<file path="src/include/hpc_pkg.sv">
package hpc_pkg;
    localparam int ADDR_W = 7;
    localparam int PAGE_W = 8;
    localparam int FULL_W = 15;
    localparam logic [6:0] PAGE_SHIFT = 7'h07;
    localparam logic [14:0] PHASE_MEM_LIMIT_ADDR = 15'h059A;
    localparam logic [14:0] PORT_GUARD_ADDR = 15'h05FE;
    localparam logic [14:0] BANK_SELECT_ADDR = 15'h05FF;
    localparam logic [6:0] GUARD_LOW_ADDR = 7'h7E;
    localparam logic [6:0] SELECT_LOW_ADDR = 7'h7F;
    localparam logic [7:0] PHASE_MEM_LIMIT_RESET = 8'h1B;
    localparam logic [7:0] PORT_GUARD_RESET = 8'h00;
    localparam logic [7:0] BANK_SELECT_RESET = 8'h00;
    localparam logic [7:0] PHASE_MEM_MAX_CODE = 8'hA0;
    localparam logic [7:0] PAGE_RSVD_A = 8'h07;
    localparam logic [7:0] PAGE_RSVD_B = 8'h09;
    localparam logic [7:0] PAGE_FIRST_RSVD = 8'h0E;
    localparam int LOCKOUT_BIT = 7;
    localparam int FAIL_BIT = 0;

    typedef struct packed {
        logic wr;
        logic rd;
        logic [6:0] addr;
        logic [7:0] wdata;
    } host_req_t;

    typedef struct packed {
        logic valid;
        logic [7:0] rdata;
    } host_rsp_t;

    typedef struct packed {
        logic lockout;
        logic fail;
    } guard_t;
endpackage
</file>
<file path="src/hdl/paged_host_port_control.sv">
`timescale 1ns/100ps
`default_nettype none
module paged_host_port_control (
    input wire logic clk,
    input wire logic sys_rst,
    input wire hpc_pkg::host_req_t req,
    input wire logic access_fail,
    output var hpc_pkg::host_rsp_t rsp,
    output logic [7:0] phase_mem_code,
    output logic [7:0] page_sel_out,
    output logic page_valid,
    output logic [14:0] int_addr,
    output logic lockout
);
    // page zero is a usable page, so the flag leaves reset high
    localparam logic PAGE_VALID_RESET = 1'b1;

    logic [7:0] limit_reg;
    logic [7:0] limit_next;
    logic [7:0] page_reg;
    logic [7:0] page_next;
    hpc_pkg::guard_t guard_reg;
    hpc_pkg::guard_t guard_next;
    hpc_pkg::host_rsp_t rsp_reg;
    hpc_pkg::host_rsp_t rsp_next;
    logic [7:0] sat_reg;
    logic [7:0] sat_next;
    logic pvalid_reg;
    logic pvalid_next;
    logic [14:0] iaddr_reg;
    logic [14:0] iaddr_next;
    logic [14:0] full_addr;
    logic hit_guard;
    logic hit_sel;
    logic hit_limit;
    logic any_access;
    logic write_ok;
    logic write_open;

    function automatic logic page_ok(input logic [7:0] p);
        page_ok = (p < hpc_pkg::PAGE_FIRST_RSVD) && (p != hpc_pkg::PAGE_RSVD_A)
            && (p != hpc_pkg::PAGE_RSVD_B);
    endfunction

    // code is already the log encoding; only saturation is applied here
    function automatic logic [7:0] sat_code(input logic [7:0] c);
        sat_code = (c > hpc_pkg::PHASE_MEM_MAX_CODE) ? hpc_pkg::PHASE_MEM_MAX_CODE : c;
    endfunction

    // address decode and access qualifiers
    always_comb
    begin
        full_addr = {page_reg, req.addr};
        // guard and page select ignore the page so a host can never lock itself out
        hit_guard = (req.addr == hpc_pkg::GUARD_LOW_ADDR);
        hit_sel = (req.addr == hpc_pkg::SELECT_LOW_ADDR);
        hit_limit = (full_addr == hpc_pkg::PHASE_MEM_LIMIT_ADDR);
        any_access = req.wr || req.rd;
        // a failed write is dropped before it can touch a data register; the guard still records it in fail
        write_ok = req.wr && !access_fail;
        write_open = write_ok && !guard_reg.lockout;
    end

    // phase-memory limit, stored raw
    always_comb
    begin
        limit_next = limit_reg;
        if (write_open && hit_limit)
        begin
            limit_next = req.wdata;
        end
    end

    always_ff @(posedge clk or posedge sys_rst)
    begin
        if (sys_rst)
        begin
            limit_reg <= hpc_pkg::PHASE_MEM_LIMIT_RESET;
        end
        else
        begin
            limit_reg <= limit_next;
        end
    end

    // page select
    always_comb
    begin
        page_next = page_reg;
        if (write_open && hit_sel)
        begin
            page_next = req.wdata;
        end
    end

    always_ff @(posedge clk or posedge sys_rst)
    begin
        if (sys_rst)
        begin
            page_reg <= hpc_pkg::BANK_SELECT_RESET;
        end
        else
        begin
            page_reg <= page_next;
        end
    end

    // port guard: lockout stays writable itself, or it could never be released
    always_comb
    begin
        guard_next = guard_reg;
        if (any_access)
        begin
            guard_next.fail = access_fail;
        end
        if (write_ok && hit_guard)
        begin
            guard_next.lockout = req.wdata[hpc_pkg::LOCKOUT_BIT];
        end
    end

    always_ff @(posedge clk or posedge sys_rst)
    begin
        if (sys_rst)
        begin
            guard_reg <= '0;
        end
        else
        begin
            guard_reg <= guard_next;
        end
    end

    // read response; unmapped reads return zero
    always_comb
    begin
        rsp_next.valid = req.rd;
        rsp_next.rdata = '0;
        if (req.rd)
        begin
            if (hit_guard)
            begin
                rsp_next.rdata[hpc_pkg::LOCKOUT_BIT] = guard_reg.lockout;
                rsp_next.rdata[hpc_pkg::FAIL_BIT] = guard_reg.fail;
            end
            else if (hit_sel)
            begin
                rsp_next.rdata = page_reg;
            end
            else if (hit_limit)
            begin
                rsp_next.rdata = limit_reg;
            end
        end
    end

    always_ff @(posedge clk or posedge sys_rst)
    begin
        if (sys_rst)
        begin
            rsp_reg <= '0;
        end
        else
        begin
            rsp_reg <= rsp_next;
        end
    end

    // staged views; one cycle of lag is traded for flop-driven outputs
    always_comb
    begin
        sat_next = sat_code(limit_reg);
        pvalid_next = page_ok(page_reg);
        iaddr_next = full_addr;
    end

    always_ff @(posedge clk or posedge sys_rst)
    begin
        if (sys_rst)
        begin
            sat_reg <= hpc_pkg::PHASE_MEM_LIMIT_RESET;
            pvalid_reg <= PAGE_VALID_RESET;
            iaddr_reg <= '0;
        end
        else
        begin
            sat_reg <= sat_next;
            pvalid_reg <= pvalid_next;
            iaddr_reg <= iaddr_next;
        end
    end

    assign rsp = rsp_reg;
    assign phase_mem_code = sat_reg;
    assign page_sel_out = page_reg;
    assign page_valid = pvalid_reg;
    assign int_addr = iaddr_reg;
    assign lockout = guard_reg.lockout;
endmodule
`default_nettype wire

</file>
<file path="config.mk">
export PLATFORM = sky130hd
export DESIGN_NAME = paged_host_port_control
export DESIGN_NICKNAME = d
export VERILOG_FILES = /design/src/include/hpc_pkg.sv /design/src/hdl/paged_host_port_control.sv
export SDC_FILE = /design/constraint.sdc
export NUM_CORES = 1
export LEC_CHECK = 0
export BUFFER_PORTS_ARGS = -buffer_cell sky130_fd_sc_hd__clkbuf_2
export CAP_MARGIN = 20
export CORE_MARGIN = 2
export CORE_UTILIZATION = 44
export DETAILED_ROUTE_END_ITERATION = 6
export MAX_ROUTING_LAYER = met4
export PLACE_DENSITY = 0.82
export SLEW_MARGIN = 40
export SYNTH_ARGS = -nofsm -noshare
export SYNTH_HDL_FRONTEND = slang
export SYNTH_SLANG_ARGS = --single-unit
</file>
<file path="constraint.sdc">
create_clock -name clk -period 1.8 [get_ports clk]
set_input_delay 0.36 -clock clk [delete_from_list [all_inputs] [get_ports clk]]
set_output_delay 0.36 -clock clk [all_outputs]
set_load 0.03 [all_outputs]
</file>
; After elaboration in Yosys (flattened, before gate mapping)
; Index checks and enable logic that the tools add are counted.
[totals]
in_bits = 20
register_bits = 51
[op_classes]
n_mux = 7
n_eq_ne = 5
order_cmp = 2
reduce_logical = 10
[op_table]
columns = cell, n
row1 = two-way mux 8 bit, 4
row2 = == test 15 x 11 -> 1 bit (second input constant), 1
row3 = == test 7 bit (second input constant), 2
row4 = > comparator 8 bit (second input constant), 1
row5 = less-than comparator 8 x 4 -> 1 bit (second input constant), 1
row6 = != test 8 x 3 -> 1 bit (second input constant), 1
row7 = != test 8 x 4 -> 1 bit (second input constant), 1
row8 = logical AND 1 bit, 7
row9 = two-way mux 6 bit, 1
row10 = logical NOT 1 bit, 2
row11 = two-way mux 1 bit, 2
row12 = logical OR 1 bit, 1

; Longest topological paths before layout
; Gate-level depths: netlist of the first run.
[depth]
depth_word = 5
ltp_mapped = 5
depth_no_buf = 4

; Worst setup path before layout of the first run
; No wires, ideal clock.
[synth_timing]
path_type = register -> register
start = reg page_reg[4], in the netlist page_sel_out[4]
end = reg limit_reg[2]
t_arrival_ns = 1.980
slack_ns = -0.305
n_path_buf = 0
required_time_ns = 1.675
path_stages_with_launch = 5
path_cell_list = dfrtp_1 or4_1 nor4_4 nand2_4 mux2_2
[synth_between]
elab_chain_cells = 2
[synth_rtl]
columns = item, line_no
row1 = from (decl), paged_host_port_control.sv:20  ; logic [7:0] page_reg;
row2 = from (signal assigned), paged_host_port_control.sv:100  ; page_reg <= hpc_pkg::BANK_SELECT_RESET;
row3 = from (signal assigned), paged_host_port_control.sv:104  ; page_reg <= page_next;
row4 = == test 15 x 11 -> 1 bit, paged_host_port_control.sv:57  ; hit_limit = (full_addr == hpc_pkg::PHASE_MEM_LIMIT_ADDR);
row5 = logical AND 1 bit, paged_host_port_control.sv:68  ; if (write_open && hit_limit)
row6 = to (signal assigned), paged_host_port_control.sv:78  ; limit_reg <= hpc_pkg::PHASE_MEM_LIMIT_RESET;
row7 = to (signal assigned), paged_host_port_control.sv:82  ; limit_reg <= limit_next;
row8 = to (decl), paged_host_port_control.sv:18  ; logic [7:0] limit_reg;
; No other way between the ends.
; A chain may end at the register's enable or synchronous reset.

; Worst setup path after layout of the first run
[layout_timing]
start = reg page_reg[2], in the netlist page_sel_out[2]
end = reg limit_reg[5]
; The elaborated chain is that of the path after synthesis.

==> impl_results.md, run 1 <==
* Crit-path cells: or4bb_4 > nor4_4 > nand2_4 > mux2_2
* Worst-path maximum fanout at 8
* Final hold vios at 0
* Hold buffer count at cts at 0
* Yosys top cell by area: dfrtp_1
* Failing checks: setup timing
* Initial antenna violation count at 0
* Final Worst Setup Slack at -0.0146 ns
* Die Width at between 60 and 70 um
* Row count at 23
* First-pass GRT wire length at around 6000 um
* Worst EP arrival at between 2 and 2.5 ns
* Post-Route WL at approximately 3700 um
* Vias in the first global route at about 1200
* Dominant cells by area after synthesis: dfrtp_1 (58%), dfstp_2 (13%), mux2_2 (11%), a22oi_1 (2.5%), nor2_1 (1.9%)
* Synth Area in Compound Gates at 0.0613
* Sequential fraction of the synthesis area at 0.708
* Run status: finished with violations
* Final period util at 1.01
* Syn Std Cell Area at between 0.0015 and 0.002 sq mm
* Sink Count at about 50
* Clock Pin Slew Worst Setup and Hold Paths at approximately 0.080 ns
* Final ANT Viol Nets at 0
* Fin nets at roughly 220
* Core Footprint at 0.00400 sq mm
* Finished Layout Cells at about 260
* I/O pin cnt at between 60 and 70
* Adder-cell area share of the yosys netlist at 0
* Cell family with most CP delay: simple AND/OR/NAND/NOR gates
* Share of the synthesized area in the top cell type at 0.578
* Max Slew Vio Count at 0
* Die area at 0.00466 sq mm
* Initial Utilization at 0.454
* Mux cell area share after synthesis at 0.111
* Inst Count DP at roughly 250
* Cell Pwr Density at roughly 880 mW/mm^2
* DRC viols at 0
* Maximum vdd ir drop at roughly 0.54 mV
* Largest net degree at the start of global routing at between 50 and 60
* GP Congestion at between 0.8 and 0.9
* Post-Synth Simple-Gate Area at 0.111
* Vias per Instance at 4.87
* Clk_lat worst skew at just over 0.3 ns
* Post-synth EDFFs at 0
* Avg Inst Size Synth at roughly 15 sq um
* Nature of the critical path endpoint: register
* Synth-to-Final Area Change at 33.4%
* Hold slack at roughly 0.052 ns
* Max FFs per register at 15
* H-tree levels at 2
* Leak pwr at around 0.0013 uW
* Postcts setup bufs at 0
* Commonest cells in the netlist: dfrtp_1 (42), mux2_2 (18), dfstp_2 (9), nor2_1 (9), a22oi_1 (6)
* Vias at approximately 1200
* CP bufs+invs at 0
* Initial DRC Count at between 50 and 60
* Ys Warns at 0
* Pre-CTS setup slack at -0.207 ns
* Largest family of logic cells by synthesized area: multiplexers
* Routed WL per cell at 14.5 um
* GRT overflow at 0
* Layout cells sized above 1 at 0.600
* Final Setup Violations at 4
* RSZ-0062 raised after global routing: true
* Final Critical Period at approximately 1.8 ns
* Async S/R FF share, synth at 1.00
* DRT Pass-1 Iters at 4
* Register bit total from synthesis at between 50 and 60
* Worst hold path type: input port to async pin
* Synth Net Count at roughly 140
* WP data required at roughly 2.0 ns
* Port bufs at slightly above 60
* Most common cell in the netlist: dfrtp_1
* CTS max path bufs at 2
* GR Util All Layers at 0.191
* Slew margin rel. at 0.737
* Die height at 68.3 um
* Crit Path Category: register to register
* CTS tree: built
* Clk_skew at around 0.0037 ns
* Clk root buf: clkbuf_8
* Synth Flop Type: dfrtp_1
* TritonCTS buffer count at 5
* Post-detail-place hpwl at 2710 um
* Synth cell types at 27
* Maxcap violations at 0
* Max stage delay cell, worst path: or4bb_4
* Critical path's largest stage delay at ~0.53 ns
* Diode count at 0
* XOR/XNOR Fraction of Synth Area at 0
* Synth Instances at roughly 120
* Worst setup SP type: register
* Max Freq at 551 MHz
* Slew @ Worst Pin at roughly 0.39 ns
report_power, final:
group | internal, uW | switching [uW]
sequential | 1180 | 11.9
clock | 351 | 363
combinational | 77.7 | 143
path summary, 6_finish.rpt:
check	startpoint	endpoint	slack (ns)	cells after the start
min in group clk	req[12]	int_addr[4]	0.17	1
worst max register to register	page_sel_out[2]	limit_reg[5]	-0.01	4
max in group asynchronous	sys_rst	limit_reg[4]	1.46	3
worst min register to register	limit_reg[7]	phase_mem_code[7]	0.48	0
worst max-delay path	page_sel_out[2]	limit_reg[5]	-0.01	4
worst min-delay path	sys_rst	int_addr[5]	0.05	3
placed cells by master (no fill, tap or decap):
cell type and instances:
a21oi_1 3, a22oi_1 6, a311oi_1 1, and2_1 5, and3_1 1, buf_12 1
buf_4 15, clkbuf_1 1, clkbuf_2 61, clkbuf_8 7, dfrtp_1 36, dfrtp_2 6
dfstp_2 9, inv_1 1, inv_2 1, mux2_2 18, nand2_1 2, nand2_4 1
nand2b_1 2, nand3_1 2, nor2_1 9, nor2b_1 2, nor3_1 1, nor3b_1 1
nor4_4 1, o21a_1 1, o21ai_0 3, o21ai_1 1, o31ai_1 2, or2_2 1
or4_1 1, or4_4 1, or4b_1 1, or4bb_4 1
final cells by class:
| type | instances | area (sq um) |
|---|---|---|
| multi-input combinational | 67 | 523 |
| timing repair buffer | 77 | 438 |
| fill | 331 | 1570 |
| tap | 50 | 62.6 |
| clock buffer | 8 | 100 |
| inverter | 2 | 7.51 |
| sequential | 51 | 1290 |
through the flow:
stage / power [uW] / utilization / area [sq um] / TNS, ns
after floorplan: 1330 / - / 1830 / -1.50
after global placement: 1430 / 0.580 / 2320 / -1.34
after detailed placement: 1440 / 0.580 / 2320 / -2.35
after CTS: 2140 / 0.606 / 2420 / -0.0879
after global routing: 2200 / 0.607 / 2430 / -0.468
final: 2130 / 0.607 / 2430 / -0.0302
cells by family after synthesis:
kind of cell | count (synthesis)
simple gates | 32
compound gates | 17
buf+inv | 4
mux | 18
flops | 51
repair_timing:
item	CTS	global route
hold endpoints to repair	0	0
setup endpoints to repair	8	14
gates resized for setup	1	1
worst min-delay path, stage by stage:
cell and delay [ns]:
clkbuf_2 0.08, inv_2 0.06, buf_12 0.24
layer usage:
metal  wire length [um]  GRT usage  share of wire  up-vias
met4                 91      0.105          0.025        0
li1                   -          -              -      590
met3                181     0.0395          0.049        8
met5                  0          -              0        -
met2               1790      0.288           0.48       40
met1               1630      0.241           0.44      605
Note: power is estimated with default switching activity, not from simulation.
==> run 2: changes to the inputs <==
- PLACE_DENSITY: 0.82 -> 0.74
==> run 2 against run 1 <==
Sequential share of layout area is 0.11 points higher. Flip-flop and latch count stayed put. The run now ends clean. Die area unchanged. Largest cell class unchanged. Clock-buffer cell count stayed put.
==> impl_results.md, run 2 (synthesis gave the netlist of run 1 again) <==
* Run status: finished, final reports clean
* Clock Pin Slew Worst Setup and Hold Paths at 0.08 ns (about the same)
* Die area at 0.00466 sq mm (unchanged)
* Max Freq at 560 MHz (+1.6%)
* Worst-path maximum fanout at 8 (unchanged)
* Crit Path Category: register to register
* Initial DRC Count at 51 (-7.3%)
* Final Critical Period at 1.79 ns (-0.0277 ns)
* Vias at 1273 (+2.4%)
* DRC viols at 0 (unchanged)
* Pre-CTS setup slack at -0.138 ns (+0.0694 ns)
* Vias in the first global route at 1274 (+2.8%)
* RSZ-0062 raised after global routing: true
* Worst hold path type: input port to async pin
* H-tree levels at 2 (unchanged)
* Worst setup SP type: register
* Combinational Power Share at 0.111 (+0.007)
* Post-Route WL at 3960 um (+7.4%)
* Die height at 68.3 um (unchanged)
* Clock group share of total power at 0.302 (-0.034)
* Most frequent cells in the layout: clkbuf_2 (61), dfrtp_1 (36), mux2_2 (18)
* Initial antenna violation count at 0 (unchanged)
* Layout cells sized above 1 at 0.594 (-0.00580)
* Sw Share at 0.244 (about the same)
* Fin nets at 226 (+0.89%)
* Final period util at 0.993 (-0.0154)
* Cell Pwr Density at 840 mW/mm^2 (-4.2%)
* Worst EP arrival at 1.97 ns (-0.04 ns)
* Vias per Instance at 4.95 (+1.6%)
* Final Worst Setup Slack at 0.0131 ns (+0.0277 ns)
* Maxcap violations at 0 (unchanged)
* GP Congestion at 0.814 (+1.6%)
* Maximum vdd ir drop at 0.502 mV (-7.0%)
* Setup TNS Final at 0 ns (+0.0302 ns)
* Initial Utilization at 0.454 (unchanged)
* Reg power frac at 0.587 (+0.026)
* Leak pwr at 0.00127 uW (about the same)
* CTS max path bufs at 2 (unchanged)
* Synth-to-Final Area Change at 33.2%
* Nature of the critical path endpoint: register
* Crit-path cells: or4bb_4 > nor4_4 > nand2_4 > mux2_2
* Critical path's largest stage delay at 0.53 ns (about the same)
* Clk root buf: clkbuf_8
* Max Slew Vio Count at 0 (unchanged)
* TritonCTS buffer count at 5 (unchanged)
* Hold buffer count at cts at 0 (unchanged)
* Final hold vios at 0 (unchanged)
* Slew margin rel. at 0.702 (-0.0352)
* Final core occ at 0.605 (-0.00125)
* Switching pwr at 496 uW (-4.4%)
* Core Footprint at 0.00400 sq mm (unchanged)
* DRT Pass-1 Iters at 4 (unchanged)
* Post-detail-place hpwl at 2820 um (+4.1%)
* Final Setup Violations at 0 (-4)
* Port bufs at 61 (unchanged)
* Largest net degree at the start of global routing at 52 (unchanged)
* Sink Count at 51 (unchanged)
* First-pass GRT wire length at 6230 um (+3.8%)
* Diode count at 0 (unchanged)
* Max stage delay cell, worst path: or4bb_4
* Die Width at 68.3 um (unchanged)
* Routed WL per cell at 15.4 um (+6.5%)
* Row count at 23 (unchanged)
* Max FFs per register at 15 (unchanged)
* Clk_skew at 0.00728 ns (+0.00361 ns)
* Cell family with most CP delay: simple AND/OR/NAND/NOR gates
* I/O pin cnt at 62 (unchanged)
* GR Util All Layers at 0.194 (+0.00279)
* GRT overflow at 0 (unchanged)
* Pint at 1540 uW (-4.5%)
* Commonest non-fill, non-tap cell in the layout: clkbuf_2
* CP bufs+invs at 0 (unchanged)
* Final Cell Area at 0.00242 sq mm (-0.21%)
* CTS tree: built
* Final ANT Viol Nets at 0 (unchanged)
* DP Area at 0.00232 sq mm (unchanged)
* Slew @ Worst Pin at 0.447 ns (+0.0529 ns)
* WP data required at 1.98 ns (-0.02 ns)
* Clk_lat worst skew at 0.29 ns (-0.02 ns)
[run 2: cell count changes in the layout (fill, tap and decap cells not counted), sizes merged]
cell | before | now
buf | 16 | 18
[run 2: cell type report]
| class | instances | area, sq um |
|---|---|---|
| tap | 50 | 62.6 |
| fill | 335 | 1580 |
| clock buffer | 8 | 80.1 |
| multi-input combinational | 67 | 523 |
| timing repair buffer | 79 | 453 |
| sequential | 51 | 1290 |
| inverter | 2 | 7.51 |
[run 2: power by group through the flow]
| stage | Clock (uW) | Sequential [uW] | Combinational (uW) |
|---|---|---|---|
| after detailed placement | 0 | 1220 | 221 |
| after floorplan | 0 | 1290 | 47.5 |
| after global placement | 0 | 1210 | 217 |
| after global routing | 675 | 1200 | 244 |
| final | 614 | 1190 | 226 |
| after CTS | 621 | 1190 | 225 |
[run 2: routing by layer]
layer,global-route usage,vias to the layer above,part of all wire
met2,0.311,39,0.51
met4,0.0850,0,0.014
met1,0.234,631,0.42
li1,-,597,-
met3,0.0444,6,0.050
met5,-,-,0
[run 2: metrics by stage]
stage	power (uW)	instances	hold slack [ns]
3_3_place_gp	1430	247	0.399
2_1_floorplan	1330	122	0.391
5_1_grt	2120	257	0.100
6_report	2030	257	0.0812
3_5_place_dp	1440	247	0.406
4_1_cts	2040	255	0.0854
[run 2: path summary, 6_finish.rpt]
kind,startpoint,endpoint,slack (ns),cells past startpoint
worst min-delay path,sys_rst,int_addr[7],0.08,3
worst max-delay path,page_sel_out[2],limit_reg[5],0.01,4
worst min register to register,limit_reg[7],phase_mem_code[7],0.50,0
min in group clk,req[9],int_addr[1],0.19,1
worst max register to register,page_sel_out[2],limit_reg[5],0.01,4
max in group asynchronous,sys_rst,limit_reg[4],1.44,3
[run 2: worst min-delay path: stages]
cell and delay [ns]:
clkbuf_2 0.09, inv_2 0.06, buf_12 0.25
[run 2: timing repair]
item	4_1_cts	5_1_grt
cloned	0	0
setup buffers	0	2
pin swaps	0	0
hold endpoints to repair	0	0
gates resized for setup	2	0
endpoints found under the setup margin	6	6
==> run 3: changes to the inputs <==
--- a/config.mk
+++ b/config.mk
@@ -12,2 +12,3 @@
 export DETAILED_ROUTE_END_ITERATION = 6
+export HOLD_SLACK_MARGIN = 0.05
 export MAX_ROUTING_LAYER = met4
==> constraint.sdc (replaced) <==
create_clock -name clk -period 1.8 [get_ports clk]
set_input_delay 0 -clock clk [delete_from_list [all_inputs] [get_ports clk]]
set_output_delay 0 -clock clk [all_outputs]
set_load 0.03 [all_outputs]
==> run 3 against run 2 <==
Register-to-register slack worse by 0.02 ns. First-iteration DRC count rose by 2.0%. Clock power grew 1%. Final cell count increased by 5.4%. Wire length is 6.6% higher. Cell area grew 5.7%. Flip-flop and latch count is the same. Clock skew rose by 0.0043 ns. Highest routed layer unchanged. The run now ends with setup timing left. Combinational power grew 9.3%. Clock-buffer cell count is 1 lower.
==> impl_results.md, run 3 (synthesis gave the netlist of run 1 again) <==
* Run status: finished with violations
* Failing checks: setup timing
* TritonCTS buffer count at 5 (unchanged)
* GRT overflow at 0 (unchanged)
* Worst EP arrival at 2.00 ns (+0.03 ns)
* CTS tree: built
* Cell family with most CP delay: simple AND/OR/NAND/NOR gates
* Clk root buf: clkbuf_8
* Cell Pwr Density at 807 mW/mm^2 (-3.9%)
* Commonest non-fill, non-tap cell in the layout: clkbuf_2
* Maximum vdd ir drop at 0.595 mV (+18%)
* Routed WL per cell at 15.6 um (+1.1%)
* Maxcap violations at 0 (unchanged)
* Final ANT Viol Nets at 0 (unchanged)
* Final core occ at 0.640 (+0.0347)
* Row count at 23 (unchanged)
* Clk_skew at 0.0115 ns (+0.00425 ns)
* Max FFs per register at 15 (unchanged)
* Slew margin rel. at 0.628 (-0.0737)
* Flop-to-flop setup slack at -0.01 ns (-0.02 ns)
* Fin nets at 240 (+6.2%)
* Port bufs at 61 (unchanged)
* Final Setup Violations at 4 (+4)
* Min-delay src: req[16]
* Clk_lat worst skew at 0.31 ns (+0.02 ns)
* Max Freq at 552 MHz (-1.3%)
* I/O pin cnt at 62 (unchanged)
* Worst-path maximum fanout at 8 (unchanged)
* Final Worst Setup Slack at -0.0105 ns (-0.0236 ns)
* Die Width at 68.3 um (unchanged)
* Max Slew Vio Count at 0 (unchanged)
* DRC viols at 0 (unchanged)
* Diode count at 0 (unchanged)
* Layout cells sized above 1 at 0.543 (-0.0512)
* Crit path from: page_sel_out[2]
* RSZ-0062 raised after global routing: true
* Initial Utilization at 0.454 (unchanged)
* CP bufs+invs at 0 (unchanged)
* Final period util at 1.01 (+0.0131)
* Crit Path Category: register to register
* Crit-path cells: or4bb_4 > nor4_4 > nand2_4 > mux2_2
* Vias at 1363 (+7.1%)
* Worst hold path type: input port to register
* Critical path's largest stage delay at 0.53 ns (about the same)
* Initial DRC Count at 52 (+2.0%)
* H-tree levels at 2 (unchanged)
* Die area at 0.00466 sq mm (unchanged)
* Most frequent cells in the layout: clkbuf_2 (61), dfrtp_1 (36), mux2_2 (18), dlygate4sd3_1 (18), buf_4 (14)
* WP data required at 1.99 ns (about the same)
* First-pass GRT wire length at 6430 um (+3.2%)
* Slew @ Worst Pin at 0.554 ns (+0.107 ns)
* Worst setup SP type: register
* GP Congestion at 0.823 (+1.1%)
* CTS max path bufs at 2 (unchanged)
* Initial antenna violation count at 0 (unchanged)
* Die height at 68.3 um (unchanged)
* Final hold vios at 0 (unchanged)
* Vias per Instance at 5.03 (+1.5%)
* Core Footprint at 0.00400 sq mm (unchanged)
* DRT Pass-1 Iters at 4 (unchanged)
* Nature of the critical path endpoint: register
* Setup TNS Final at -0.0290 ns (-0.0290 ns)
* Final Critical Period at 1.81 ns (+0.0236 ns)
* GR Util All Layers at 0.203 (+0.00939)
* Largest net degree at the start of global routing at 24 (-54%)
* Vias in the first global route at 1302 (+2.2%)
* Clock Pin Slew Worst Setup and Hold Paths at 0.08 ns (about the same)
* Leak pwr at 0.00132 uW (+4.2%)
* Worst reg2reg startpoint: page_sel_out[2]
* Max stage delay cell, worst path: or4bb_4
* Sink Count at 51 (unchanged)
* Post-Route WL at 4220 um (+6.6%)
* Post-detail-place hpwl at 2940 um (+4.3%)
* Synth-to-Final Area Change at 40.8%
run 3: routing by layer:
layer | wire length (um) | global-route usage
met1 | 1700 | 0.244
met3 | 296 | 0.0510
met5 | 0 | -
met2 | 2180 | 0.339
met4 | 47 | 0.0600
run 3: repair_timing:
item | CTS | global route
hold buffers | 18 | 0
resized for setup | 2 | 0
setup endpoints to repair | 8 | 6
pin swaps | 0 | 0
buffers inserted | 1 | 0
hold endpoints to repair | 49 | 0
gates cloned | 0 | 0
run 3: area by class of cell:
type / instances / area, sq um
fillers: 316 / 1440
repair buffers: 93 / 591
inverters: 2 / 7.51
multi-input cells: 67 / 523
clock buffers: 7 / 76.3
flip-flops and latches: 51 / 1290
well taps: 50 / 62.6
clock inverters: 1 / 5.00
run 3: worst register-to-register path, stage by stage (launching register included):
cell and delay [ns]:
dfrtp_2 0.41, or4bb_4 0.53, nor4_4 0.32, nand2_4 0.15, mux2_2 0.30
run 3: path summary, 6_finish.rpt:
check	to	cells past startpoint
worst max-delay path	limit_reg[6]	4
worst min-delay path	guard_reg[0]	3
worst max register to register	limit_reg[6]	4
worst min register to register	phase_mem_code[3]	1
max in group asynchronous	limit_reg[4]	4
min in group asynchronous	int_addr[5]	3
run 3: power by group:
group	internal, uW	total (uW)	switching (uW)
combinational	96.9	247	150
sequential	1180	1200	14.0
clock	273	623	350
total	1550	2070	514
run 3: per-stage QoR:
stage	hold slack, ns	area [sq um]	setup WS [ns]	cells	total power [uW]
6_report	0.0800	2560	-0.0105	271	2070
5_1_grt	0.0713	2560	-0.0405	271	2150
4_1_cts	0.0699	2560	0.00148	271	2080
3_5_place_dp	0.0118	2280	-0.0182	244	1430
3_3_place_gp	0.00176	2280	0.0482	244	1420
2_1_floorplan	0.0314	1830	-0.207	122	1330
